===== src/rtl/tmsa_params.svh =====
`ifndef TMSA_PARAMS_SVH
`define TMSA_PARAMS_SVH
`define TMSA_OP_UNLOCK     8'hAC
`define TMSA_OP_LOCK       8'h78
`define TMSA_OP_ERASE      8'h0E
`define TMSA_OP_PROGRAM    8'h8E
`define TMSA_OP_FETCH      8'h4E
`define TMSA_OP_STATUS     8'h4A
`define TMSA_OP_BITS       8
`define TMSA_DUMMY_BITS    24
`define TMSA_FETCH_START   11
`define TMSA_DATA_START    32
`define TMSA_DONE_CLKS     3
`define TMSA_ERASE_CYC     16'h0400
`define TMSA_PROG_CYC      16'h0100
`define TMSA_FETCH_CYC     16'h0080
`endif


===== src/rtl/tmsa_pkg.sv =====
package tmsa_pkg;
    typedef enum logic [2:0] {TMSA_IDLE, TMSA_ERASE, TMSA_PROG, TMSA_FETCH} tmsa_eng_t;
    typedef struct packed {
        logic boot_done;
        logic fuse_busy;
        logic flash_busy;
        logic boundary_scan_test;
        logic spi_off;
    } tmsa_avail_t;
endpackage


===== src/rtl/tmsa_fifo.sv =====
`timescale 1ns/1ps
module tmsa_fifo
    import tmsa_pkg::*;
#(
    parameter int WIDTH = 8,
    parameter int DEPTH = 16
)(
    input  wire logic             clock,   // Core clock
    input  wire logic             rst_n,   // Sync reset
    input  wire logic             in_valid,// Write request
    output logic                  in_ready,// Space free
    input  wire logic [WIDTH-1:0] in_data, // Write word
    output logic                  out_valid,// Word present
    input  wire logic             out_ready,// Read accept
    output logic      [WIDTH-1:0] out_data // Head word
);
    localparam int AW = $clog2(DEPTH);
    typedef struct packed {
        logic [AW:0] wr;
        logic [AW:0] rd;
    } tmsa_fst_t;
    tmsa_fst_t s_q;
    tmsa_fst_t s_d;
    logic [WIDTH-1:0] mem_q [DEPTH];
    logic push;
    logic pop;
    assign in_ready  = (s_q.wr - s_q.rd) != (AW+1)'(DEPTH);
    assign out_valid = s_q.wr != s_q.rd;
    assign out_data  = mem_q[s_q.rd[AW-1:0]];
    assign push      = in_valid && in_ready;
    assign pop       = out_valid && out_ready;
    always_comb
    begin
        s_d = s_q;
        if (push)
            s_d.wr = s_q.wr + 1'b1;
        if (pop)
            s_d.rd = s_q.rd + 1'b1;
    end
    always_ff @(posedge clock)
    begin
        if (!rst_n)
            s_q <= '0;
        else
            s_q <= s_d;
        if (push)
            mem_q[s_q.wr[AW-1:0]] <= in_data;
    end
endmodule


===== src/rtl/tmsa_core.sv =====
`timescale 1ns/1ps
`include "tmsa_params.svh"
// Function
// - Refuse scratch memory access until boot has completed.
// - Interface resets on chip select rising edge.
// - Unavailable while configuration fuses are accessed or refreshed.
// - Unavailable while other flash cells are accessed.
// - Unavailable during boundary scan testing.
// - Serial interface disabled when persistent fuse set off.
// - Unlock must precede program, erase, status; lock ends it.
// - Unlock, lock, erase execute on the third clock after select rise, after 24 dummies.
// - Status bit cleared at action start, set on success.
// - Fetch starts third dummy clock after opcode.
module tmsa_core
    import tmsa_pkg::*;
#(
    parameter int PAGE_BITS = 32,
    parameter int ERASE_CYC = `TMSA_ERASE_CYC,
    parameter int PROG_CYC  = `TMSA_PROG_CYC,
    parameter int FETCH_CYC = `TMSA_FETCH_CYC
)(
    input  wire logic        clock,     // 250 MHz core clock
    input  wire logic        rst_n,     // Sync reset, active low
    input  wire logic        spi_clk,   // Link clock pin
    input  wire logic        spi_cs_n,  // Chip select pin
    input  wire logic        spi_si,    // Serial data in
    output logic             spi_so,    // Serial data out
    output logic             spi_so_oe, // Data out enable
    input  wire tmsa_avail_t avail,     // Device activity levels
    output logic             status_q,  // Status bit view
    output logic             unlock_q   // Unlock state view
);
    localparam int PW = $clog2(PAGE_BITS);
    localparam int CW = 8;

    typedef struct packed {
        logic [2:0]           clk_s;
        logic [2:0]           cs_s;
        logic [1:0]           si_s;
        tmsa_avail_t [1:0]    av_s;
        logic [CW-1:0]        cnt;
        logic [7:0]           op;
        logic                 unlock;
        logic                 status;
        tmsa_eng_t            eng;
        logic [15:0]          timer;
        logic [1:0]           post;
        logic [7:0]           pend;
        logic [PAGE_BITS-1:0] cells;
        logic [PAGE_BITS-1:0] buffer;
        logic [PW:0]          nbits;
        logic                 so;
        logic                 so_oe;
        logic                 st_cap;
    } tmsa_st_t;

    tmsa_st_t s_q;
    tmsa_st_t s_d;
    logic     rise;
    logic     fall;
    logic     cs_rise;
    logic     sel;
    logic     up;
    logic     f_valid;
    logic     f_ready;
    logic     f_bit;
    logic     f_out_valid;
    logic     f_pop;

    assign rise    = s_q.clk_s[1] && !s_q.clk_s[2];
    assign fall    = !s_q.clk_s[1] && s_q.clk_s[2];
    assign cs_rise = s_q.cs_s[1] && !s_q.cs_s[2];
    assign sel     = !s_q.cs_s[1];
    // Availability gate: boot done and no competing activity
    // boot, busy, off gates
    assign up      = s_q.av_s[1].boot_done && !s_q.av_s[1].fuse_busy && !s_q.av_s[1].flash_busy
                     && !s_q.av_s[1].boundary_scan_test && !s_q.av_s[1].spi_off;

    // ------------------------------------------------------------
    // Program data path
    // ------------------------------------------------------------
    // Incoming page bits queue here and drain into the buffer every core clock, busy engine or not
    tmsa_fifo #(.WIDTH(1), .DEPTH(16)) u_fifo (
        .clock     (clock),
        .rst_n     (rst_n),
        .in_valid  (f_valid),
        .in_ready  (f_ready),
        .in_data   (s_q.si_s[1]),
        .out_valid (f_out_valid),
        .out_ready (f_pop),
        .out_data  (f_bit)
    );
    assign f_valid = sel && rise && up && s_q.op == `TMSA_OP_PROGRAM && s_q.unlock
                     && s_q.cnt >= CW'(`TMSA_DATA_START) && f_ready;
    assign f_pop   = f_out_valid;

    always_comb
    begin
        s_d       = s_q;
        s_d.clk_s = {s_q.clk_s[1:0], spi_clk};
        s_d.cs_s  = {s_q.cs_s[1:0], spi_cs_n};
        s_d.si_s  = {s_q.si_s[0], spi_si};
        // Activity levels pass both stages before the gate combines them
        s_d.av_s  = {s_q.av_s[0], avail};
        if (f_pop && s_q.nbits <= (PW+1)'(PAGE_BITS - 1))
        begin
            s_d.buffer = {f_bit, s_q.buffer[PAGE_BITS-1:1]};
            s_d.nbits  = s_q.nbits + 1'b1;
        end
        if (cs_rise || !up)
        begin
            s_d.cnt   = '0;
            s_d.so_oe = 1'b0;
            if (cs_rise && up && s_q.cnt >= CW'(`TMSA_OP_BITS + `TMSA_DUMMY_BITS))
            begin
                s_d.pend = s_q.op;
                s_d.post = '0;
            end
        end
        else if (sel && rise)
        begin
            if (s_q.cnt != '1)
                s_d.cnt = s_q.cnt + 1'b1;
            if (s_q.cnt < CW'(`TMSA_OP_BITS))
            begin
                s_d.op    = {s_q.op[6:0], s_q.si_s[1]};
                s_d.nbits = '0;
            end
            // fetch begins on third dummy clock
            if (s_q.cnt == CW'(`TMSA_FETCH_START - 1) && s_q.op == `TMSA_OP_FETCH
                && s_q.eng == TMSA_IDLE)
            begin
                s_d.eng   = TMSA_FETCH;
                s_d.timer = 16'(FETCH_CYC);
            end
            if (s_q.cnt == CW'(`TMSA_OP_BITS - 1) && {s_q.op[6:0], s_q.si_s[1]} == `TMSA_OP_STATUS)
                s_d.st_cap = s_q.status;
        end
        else if (sel && fall && s_q.cnt >= CW'(`TMSA_DATA_START - 1))
        begin
            if (s_q.op == `TMSA_OP_FETCH)
            begin
                s_d.so_oe  = 1'b1;
                s_d.so     = s_q.buffer[0];
                s_d.buffer = {1'b0, s_q.buffer[PAGE_BITS-1:1]};
            end
            else if (s_q.op == `TMSA_OP_STATUS && s_q.unlock)
            begin
                s_d.so_oe  = 1'b1;
                s_d.so     = s_q.st_cap;
                s_d.st_cap = 1'b0;
            end
        end
        // three clocks after select rise complete the action
        if (s_q.pend != 8'h00 && !sel && rise)
        begin
            s_d.post = s_q.post + 1'b1;
            if (s_q.post == 2'(`TMSA_DONE_CLKS - 1))
            begin
                s_d.pend = 8'h00;
                unique case (s_q.pend)
                    `TMSA_OP_UNLOCK: s_d.unlock = 1'b1;
                    `TMSA_OP_LOCK:   s_d.unlock = 1'b0;
                    `TMSA_OP_ERASE,
                    `TMSA_OP_PROGRAM:
                    if (s_q.unlock && s_q.eng == TMSA_IDLE)
                    begin
                        s_d.status = 1'b0;
                        s_d.eng    = s_q.pend == `TMSA_OP_ERASE ? TMSA_ERASE : TMSA_PROG;
                        s_d.timer  = s_q.pend == `TMSA_OP_ERASE ? 16'(ERASE_CYC) : 16'(PROG_CYC);
                    end
                    default: ;
                endcase
            end
        end
        if (s_q.eng != TMSA_IDLE)
        begin
            s_d.timer = s_q.timer - 1'b1;
            if (s_q.timer == 16'h0001)
            begin
                s_d.eng = TMSA_IDLE;
                unique case (s_q.eng)
                    TMSA_ERASE: s_d.cells = '0;
                    TMSA_PROG:  s_d.cells = s_q.buffer;
                    TMSA_FETCH: s_d.buffer = s_q.cells;
                    default: ;
                endcase
                if (s_q.eng != TMSA_FETCH)
                    s_d.status = 1'b1;
            end
        end
    end

    always_ff @(posedge clock)
    begin
        if (!rst_n)
        begin
            s_q        <= '0;
            s_q.clk_s  <= '0;
            s_q.cs_s   <= 3'h7;
            s_q.status <= 1'b1;
        end
        else
            s_q <= s_d;
    end

    assign spi_so    = s_q.so;
    assign spi_so_oe = s_q.so_oe;
    assign status_q  = s_q.status;
    assign unlock_q  = s_q.unlock;

    a_gate_no_drive: assert property (@(posedge clock) disable iff (!rst_n)
        !up |=> !spi_so_oe) else $error("output driven while unavailable");
    a_status_clear: assert property (@(posedge clock) disable iff (!rst_n)
        (s_q.eng == TMSA_IDLE ##1 (s_q.eng == TMSA_ERASE || s_q.eng == TMSA_PROG)) |-> !status_q)
        else $error("status not cleared at start");
    // status set when an erase or program finishes
    a_status_set: assert property (@(posedge clock) disable iff (!rst_n)
        ((s_q.eng == TMSA_ERASE || s_q.eng == TMSA_PROG) && s_q.timer == 16'h0001) |=> status_q)
        else $error("status not set at finish");
    a_cs_release: assert property (@(posedge clock) disable iff (!rst_n)
        cs_rise |=> !spi_so_oe && s_q.cnt == '0) else $error("select rise did not reset");
    a_locked_idle: assert property (@(posedge clock) disable iff (!rst_n)
        (!unlock_q && s_q.eng != TMSA_PROG) |=> s_q.eng != TMSA_PROG) else $error("program while locked");
    // fetch starts on third dummy clock
    a_fetch_start: assert property (@(posedge clock) disable iff (!rst_n)
        (sel && rise && up && s_q.cnt == CW'(`TMSA_FETCH_START - 1) && s_q.op == `TMSA_OP_FETCH
         && s_q.eng == TMSA_IDLE) |=> s_q.eng == TMSA_FETCH) else $error("fetch did not start");
endmodule


===== config.mk =====
export PLATFORM = sky130hd
export DESIGN_NAME = tmsa_core
export DESIGN_NICKNAME = d
export VERILOG_FILES = /design/src/rtl/tmsa_pkg.sv /design/src/rtl/tmsa_fifo.sv /design/src/rtl/tmsa_core.sv
export VERILOG_INCLUDE_DIRS = /design/src /design/src/rtl
export SDC_FILE = /design/constraint.sdc
export NUM_CORES = 1
export LEC_CHECK = 0
export BUFFER_PORTS_ARGS = -buffer_cell sky130_fd_sc_hd__clkbuf_2
export CAP_MARGIN = 20
export CORE_ASPECT_RATIO = 0.8
export CORE_MARGIN = 2
export CORE_UTILIZATION = 50
export CTS_CLUSTER_SIZE = 10
export DETAILED_ROUTE_END_ITERATION = 6
export GPL_TIMING_DRIVEN = 0
export PLACE_DENSITY = 0.66
export SLEW_MARGIN = 20
export SYNTH_ARGS = -nofsm -noshare
export SYNTH_HDL_FRONTEND = slang
export SYNTH_HIERARCHICAL = 1
export SYNTH_SLANG_ARGS = --single-unit

===== constraint.sdc =====
create_clock -name clock -period 3.45 [get_ports clock]
set_input_delay 0.1725 -clock clock [delete_from_list [all_inputs] [get_ports clock]]
set_output_delay 0.1725 -clock clock [all_outputs]
set_load 0.005 [all_outputs]

==> results.json, run 1 <==
{
  "die_x_um": 143,
  "hold_violations": 0,
  "path_max_fanout": 10,
  "slew_violations": 0,
  "pre_cts_slack_ns": 0.221,
  "drtIter0Drc": 431,
  "grt_max_degree": 19,
  "leakage_nw": 3.46,
  "worstSkewPairLatency_ns": 0.43,
  "vias": 5973,
  "fin_util_pct": 57.6,
  "cts-root-buf": "clkbuf_16",
  "ys_seq_area_share_pct": 45.7,
  "whs_ns": 0.157,
  "setup_viol": 0,
  "yosysWarnings": 6,
  "startpoint_type": "flip-flop",
  "worstMarginPinSlew_ns": 0.665,
  "final_layout_size_suffix_gt1_share_pct": 11.0,
  "postCtsSetupBuffers": 0,
  "globalplace.congestion": 0.886,
  "status": "completed",
  "io_pins": 14,
  "layout_setup_ws_ns": 0.268,
  "syn_nets": 824,
  "vias_per_cell": 5.63,
  "yosysTopAreaCellShare_pct": 39.5,
  "final_common_cell": "dfxtp_1",
  "synth.avg_cell_area_sq_um": 9.66,
  "yosys.area.top_type": "dfxtp_1",
  "clk_path_buf_depth": 2,
  "setup_tns_ns": 0,
  "timing.fmax_ghz": 0.314,
  "io_buffers": 13,
  "cts_tree": "yes",
  "critPathRequiredTime_ns": 3.59,
  "netlist-cell-type-count": 79,
  "drt_first_pass_iters": 5,
  "numCtsBuffers": 17,
  "overflow": 0,
  "rows": 40,
  "period_needed_ns": 3.18,
  "synthTopCellsByArea": "dfxtp_1, edfxtp_1, mux2i_1",
  "synth_seq_cells": 168,
  "clk_pin_slew_worst_paths_ns": 0.06,
  "layout_common_cells": "dfxtp_1, nand2_1, mux2i_1",
  "ant_nets": 0,
  "core_area_sq_mm": 0.0151,
  "finalPower_w": 0.00385,
  "rsz0062_at_grt": "no",
  "fill_cells": 1311,
  "first_global_vias": 5767,
  "dp_hpwl_mm": 11.3,
  "cp-end-kind": "flip-flop",
  "diodes": 0,
  "drc_errors": 0,
  "power_density_mw_per_mm2": 444,
  "die_h_um": 115,
  "ys_async_sr_fraction_pct": 0,
  "wl_mm": 16.5,
  "die-area_sq_mm": 0.0164,
  "postSynthCellCount": 798,
  "max_slew_margin_pct": 55.4,
  "cp.arrival_ns": 3.33,
  "hold_path_class": "in -> reg",
  "h-tree-depth": 4,
  "synth_edf_count": 16,
  "cts_sinks": 168,
  "syn_area_sq_mm": 0.00771,
  "routedWlPerCell_um": 15.6,
  "synthFlopType": "dfxtp_1",
  "maxCapViolCount": 0,
  "fin_nets": 864,
  "grtUsageTotal_pct": 21.2,
  "initial_core_util_pct": 51.2,
  "peakVddDrop_mv": 0.317,
  "worst-setup-path-type": "reg -> reg",
  "layout_worst_path_cycle_share_pct": 92.2,
  "finClkSkew_ns": 0.00939,
  "antenna_found_initial": 0,
  "grt_pass1_wl_mm": 27.7,
  "syn_to_final_growth_pct": 12.6
}
synth_stat cells, types with 6 or more instances:
| cell type | count |
|---|---|
| nor4_1 | 7 |
| inv_1 | 18 |
| edfxtp_1 | 16 |
| xnor2_1 | 12 |
| a21boi_0 | 13 |
| and3_1 | 22 |
| ha_1 | 16 |
| and2_1 | 21 |
| o21ai_0 | 9 |
| a21boi_1 | 28 |
| dfxtp_1 | 152 |
| mux2i_1 | 46 |
| or2_0 | 26 |
| nand3_1 | 18 |
| xor2_1 | 6 |
| nor3_1 | 14 |
| nor2_1 | 44 |
| a21oi_1 | 13 |
| or3_1 | 6 |
| buf_2 | 8 |
| o2bb2ai_1 | 32 |
| nand2b_1 | 6 |
| nand4_1 | 7 |
| nand2_1 | 118 |
| or2_2 | 6 |
| clkbuf_1 | 26 |
worst max-delay path, cell delays in order (launching register included):
cell and delay (ns):
dfxtp_1 0.40, inv_1 0.12, ha_1 0.25, and2b_1 0.20
xnor2_1 0.19, nand4b_1 0.20, a22oi_4 0.10, inv_2 0.09
nand2_1 0.05, nor3_1 0.12, nor4bb_2 0.32, inv_1 0.17
nor2_2 0.30, buf_6 0.19, and3_1 0.18
cell families after synthesis:
family | share of synthesized area [%]
and+or+nand+nor | 24.6
muxes | 7.58
buffers and inverters | 3.64
AOI/OAI and AO/OA | 13.9
DFF | 45.7
xor gates and xnor gates | 2.04
adders and majority gates | 2.60
worst paths after layout:
| check | from | endpoint | slack (ns) | depth (start not counted) |
|---|---|---|---|---|
| max reg2reg | u_fifo/s_q[5]$_SDFFE_PN0P_ | u_fifo/mem_q[6]$_DFFE_PP_ | 0.27 | 14 |
| min reg2reg | s_d[133]$_SDFF_PN1_ | s_d[134]$_SDFF_PN1_ | 0.43 | 1 |
| max | u_fifo/s_q[5]$_SDFFE_PN0P_ | u_fifo/mem_q[6]$_DFFE_PP_ | 0.27 | 14 |
| min | rst_n | u_fifo/s_q[9]$_SDFFE_PN0P_ | 0.16 | 3 |
timing repair:
action                                  CTS  global route
endpoints found under the setup margin    0             8
hold buffers                              8             0
endpoints found under the hold margin     8             0
resized for setup                         0             1
metal layers:
metal / up-vias / routed length (um) / track usage [%]
met1: 2864 / 7950 / 28.8
li1: 2924 / - / -
met5: - / 0 / 0
met4: 0 / 206 / 6.73
met3: 25 / 837 / 5.29
met2: 160 / 7520 / 33.3
power by group:
group / total (W) / switching, W / internal (W)
Combinational: 0.0000711 / 0.0000426 / 0.0000285
Sequential: 0.00198 / 0.00000632 / 0.00198
Clock: 0.00180 / 0.000822 / 0.000979
Total: 0.00385 / 0.000871 / 0.00298
per-stage QoR:
| step | std cells | area [sq um] |
|---|---|---|
| after floorplan | 798 | 7710 |
| after global placement | 1021 | 8040 |
| after detailed placement | 1021 | 8040 |
| after CTS | 1061 | 8680 |
| after global routing | 1061 | 8680 |
| final | 1061 | 8680 |
final cells by class:
| type | count | area (sq um) | area share (%) |
|---|---|---|---|
| Multi-Input combinational cell | 571 | 3910 | 45.1 |
| Sequential cell | 168 | 3520 | 40.6 |
| Clock buffer | 19 | 454 | 5.23 |
| Tap cell | 210 | 263 | 3.03 |
| Buffer | 40 | 209 | 2.41 |
| Timing Repair Buffer | 21 | 145 | 1.67 |
| Clock inverter | 13 | 106 | 1.22 |
| Inverter | 19 | 71.3 | 0.821 |
flip-flops by register name, indices dropped and copies added (netlist names), named ones only:
register      count
unlock_q          1
spi_so            1
status_q          1
u_fifo/mem_q     16
s_q             124
spi_so_oe         1
u_fifo/s_q       10
s_d              10
Note: power is estimated with default switching activity, not from simulation.
==> inputs of run 2 (changes only) <==
- ABC_AREA: default -> 1
==> run 2 against run 1 <==
Sequential power barely moved. Synthesized cell count rose by 41%. Wire length up 17%. Synthesized area grew 5.0%. Sequential share of layout area decreased by 1.9 points. Clock skew barely moved. Hold slack improved by 0.045 ns. Cell count increased by 31%. Sequential cell count did not move. Fmax rose by 1.4%. Clock power up 7%. First-iteration DRC count increased by 18%. Highest routed layer unchanged.
==> results.json, run 2 <==
{
  "routedWlPerCell_um": 13.8,
  "leakage_nw": 3.76,
  "die_h_um": 118,
  "synth_edf_count": 16,
  "ys_top_cells_by_count": "nand2_1, dfxtp_1, inv_1, nor2_1, a21oi_1",
  "netlist-cell-type-count": 37,
  "largest_reg_flops": 124,
  "synthTopCellsByArea": "dfxtp_1, nand2_1, a21oi_1",
  "critPathRequiredTime_ns": 3.55,
  "clk_path_buf_depth": 2,
  "fill_cells": 1545,
  "grt_pass1_wl_mm": 32.9,
  "h-tree-depth": 4,
  "max_slew_margin_pct": 47.3,
  "slowest_stage": "nor3_2",
  "yosysMostFrequentCell": "nand2_1",
  "cp.buffers_inverters": 4,
  "layout_common_cells": "nand2_1, dfxtp_1, inv_1",
  "cts-root-buf": "clkbuf_16",
  "cts_sinks": 168,
  "postSynthCellCount": 1127,
  "maxCapViolCount": 0,
  "timing.fmax_ghz": 0.319,
  "path_max_fanout": 10,
  "period_needed_ns": 3.14,
  "grtUsageTotal_pct": 23.4,
  "fin_nets": 1193,
  "pwr-share-clk_pct": 48.4,
  "p_int_w": 0.00309,
  "grt_max_degree": 18,
  "finalPower_w": 0.00399,
  "cp_top_family": "simple AND/OR/NAND/NOR gates",
  "rsz0062_at_grt": "no",
  "cpPeakStageDelay_ns": 0.47,
  "startpoint_type": "flip-flop",
  "synthFlopType": "dfxtp_1",
  "hold_violations": 0,
  "drc_errors": 0,
  "pwr-share-seq_pct": 49.6,
  "yosysWarnings": 6,
  "globalplace.congestion": 0.912,
  "cp.arrival_ns": 3.24,
  "worstMarginPinSlew_ns": 0.782,
  "path_cells": "inv_1, ha_1, nand2_1, inv_1, nand2_1, nand2_1, nand2_1, nand2_1, nand2_2, buf_6, nand2_1, nor3_1, nand4_1, nor3_2, nand2_4, buf_6, nor3_1",
  "syn_nets": 1153,
  "yosys.area.top_type": "dfxtp_1",
  "diodes": 0,
  "syn_to_final_growth_pct": 12.5,
  "crit_top_cell": "nand2_1",
  "rows": 41,
  "finClkSkew_ns": 0.00951,
  "first_global_vias": 6672,
  "status": "completed",
  "power_frac_comb_pct": 2.0,
  "setup_tns_ns": 0,
  "slew_violations": 0,
  "vias_per_cell": 5.21,
  "postCtsSetupBuffers": 0,
  "syn_area_sq_mm": 0.00810,
  "antenna_found_initial": 0,
  "ys_async_sr_fraction_pct": 0,
  "peakVddDrop_mv": 0.317,
  "synth_seq_cells": 168,
  "ant_nets": 0,
  "numCtsBuffers": 17,
  "ys_seq_area_share_pct": 43.5,
  "whs_ns": 0.202,
  "clk_pin_slew_worst_paths_ns": 0.07,
  "yosysTopAreaCellShare_pct": 37.6,
  "dp_hpwl_mm": 13.3,
  "wl_mm": 19.3,
  "vias": 7267,
  "die_x_um": 146,
  "worst-setup-path-type": "reg -> reg",
  "cts_tree": "yes",
  "die-area_sq_mm": 0.0172,
  "overflow": 0,
  "final_common_cell": "nand2_1",
  "initial_core_util_pct": 51.2,
  "p_sw_w": 0.000904,
  "drtIter0Drc": 510,
  "worstSkewPairLatency_ns": 0.43,
  "layout_worst_path_cycle_share_pct": 90.9,
  "setup_viol": 0,
  "core_area_sq_mm": 0.0158,
  "switching_share_pct": 22.6,
  "drt_first_pass_iters": 5,
  "top_register": "s_q",
  "final_layout_size_suffix_gt1_share_pct": 8.39,
  "io_pins": 14,
  "io_buffers": 13,
  "hold_path_class": "in -> reg",
  "cp-end-kind": "flip-flop",
  "power_density_mw_per_mm2": 438,
  "synth.avg_cell_area_sq_um": 7.18
}
run 2: power by group through the flow:
stage | logic [W] | clock network (W) | registers [W]
3_5_place_dp | 0.0000713 | 0 | 0.00203
2_1_floorplan | 0.0000454 | 0 | 0.00202
4_1_cts | 0.0000788 | 0.00196 | 0.00198
6_report | 0.0000792 | 0.00193 | 0.00198
3_3_place_gp | 0.0000708 | 0 | 0.00203
5_1_grt | 0.0000893 | 0.00204 | 0.00198
run 2: cells by family after synthesis:
logic type | after synthesis | synth area share [%]
adders and majority gates | 16 | 2.47
DFF | 168 | 43.5
buffers and inverters | 187 | 9.97
and+or+nand+nor | 551 | 30.2
xor gates and xnor gates | 12 | 1.30
AOI/OAI and AO/OA | 193 | 12.5
run 2: area by class of cell:
cell class / instances / area, sq um / area share (%)
Tap cell: 215 / 269 / 2.95
Clock inverter: 14 / 163 / 1.79
Timing Repair Buffer: 21 / 145 / 1.59
Multi-Input combinational cell: 772 / 3770 / 41.4
Sequential cell: 168 / 3520 / 38.7
Buffer: 47 / 282 / 3.09
Inverter: 140 / 526 / 5.77
Clock buffer: 18 / 429 / 4.71
run 2: metal layers:
| metal | wire length [um] | track usage (%) | vias up |
|---|---|---|---|
| li1 | - | - | 3769 |
| met1 | 9570 | 34.3 | 3308 |
| met2 | 8480 | 35.3 | 167 |
| met3 | 933 | 3.68 | 23 |
| met4 | 310 | 7.52 | 0 |
| met5 | 0 | 0 | - |
run 2: worst min-delay path: cells and delay by family:
family        cells  cell delay [ns]
simple gates      2             0.10
buf+inv           2             0.32
run 2: metrics by stage:
stage          cells  utilization (%)  instance area (sq um)  setup WS, ns
2_1_floorplan   1127                -                   8100         0.613
3_3_place_gp    1355             53.4                   8430        0.0747
3_5_place_dp    1355             53.4                   8430        0.0439
4_1_cts         1395             57.6                   9100        0.0300
5_1_grt         1395             57.6                   9110        0.0244
6_report        1395             57.6                   9110         0.312
run 2: worst paths after layout:
path | from | end | slack, ns | cells past startpoint
worst min register to register | s_d[126]$_SDFF_PN0_ | s_q[126]$_SDFF_PN0_ | 0.41 | 2
worst min-delay path | rst_n | u_fifo/s_q[8]$_SDFFE_PN0P_ | 0.20 | 4
worst max register to register | u_fifo/s_q[2]$_SDFFE_PN0N_ | u_fifo/mem_q[5]$_DFFE_PP_ | 0.31 | 17
worst max-delay path | u_fifo/s_q[2]$_SDFFE_PN0N_ | u_fifo/mem_q[5]$_DFFE_PP_ | 0.31 | 17
run 2: repair_timing:
action,in CTS,in global routing
resized for setup,0,1
hold buffers,8,0
endpoints found under the hold margin,8,0
setup endpoints to repair,0,18
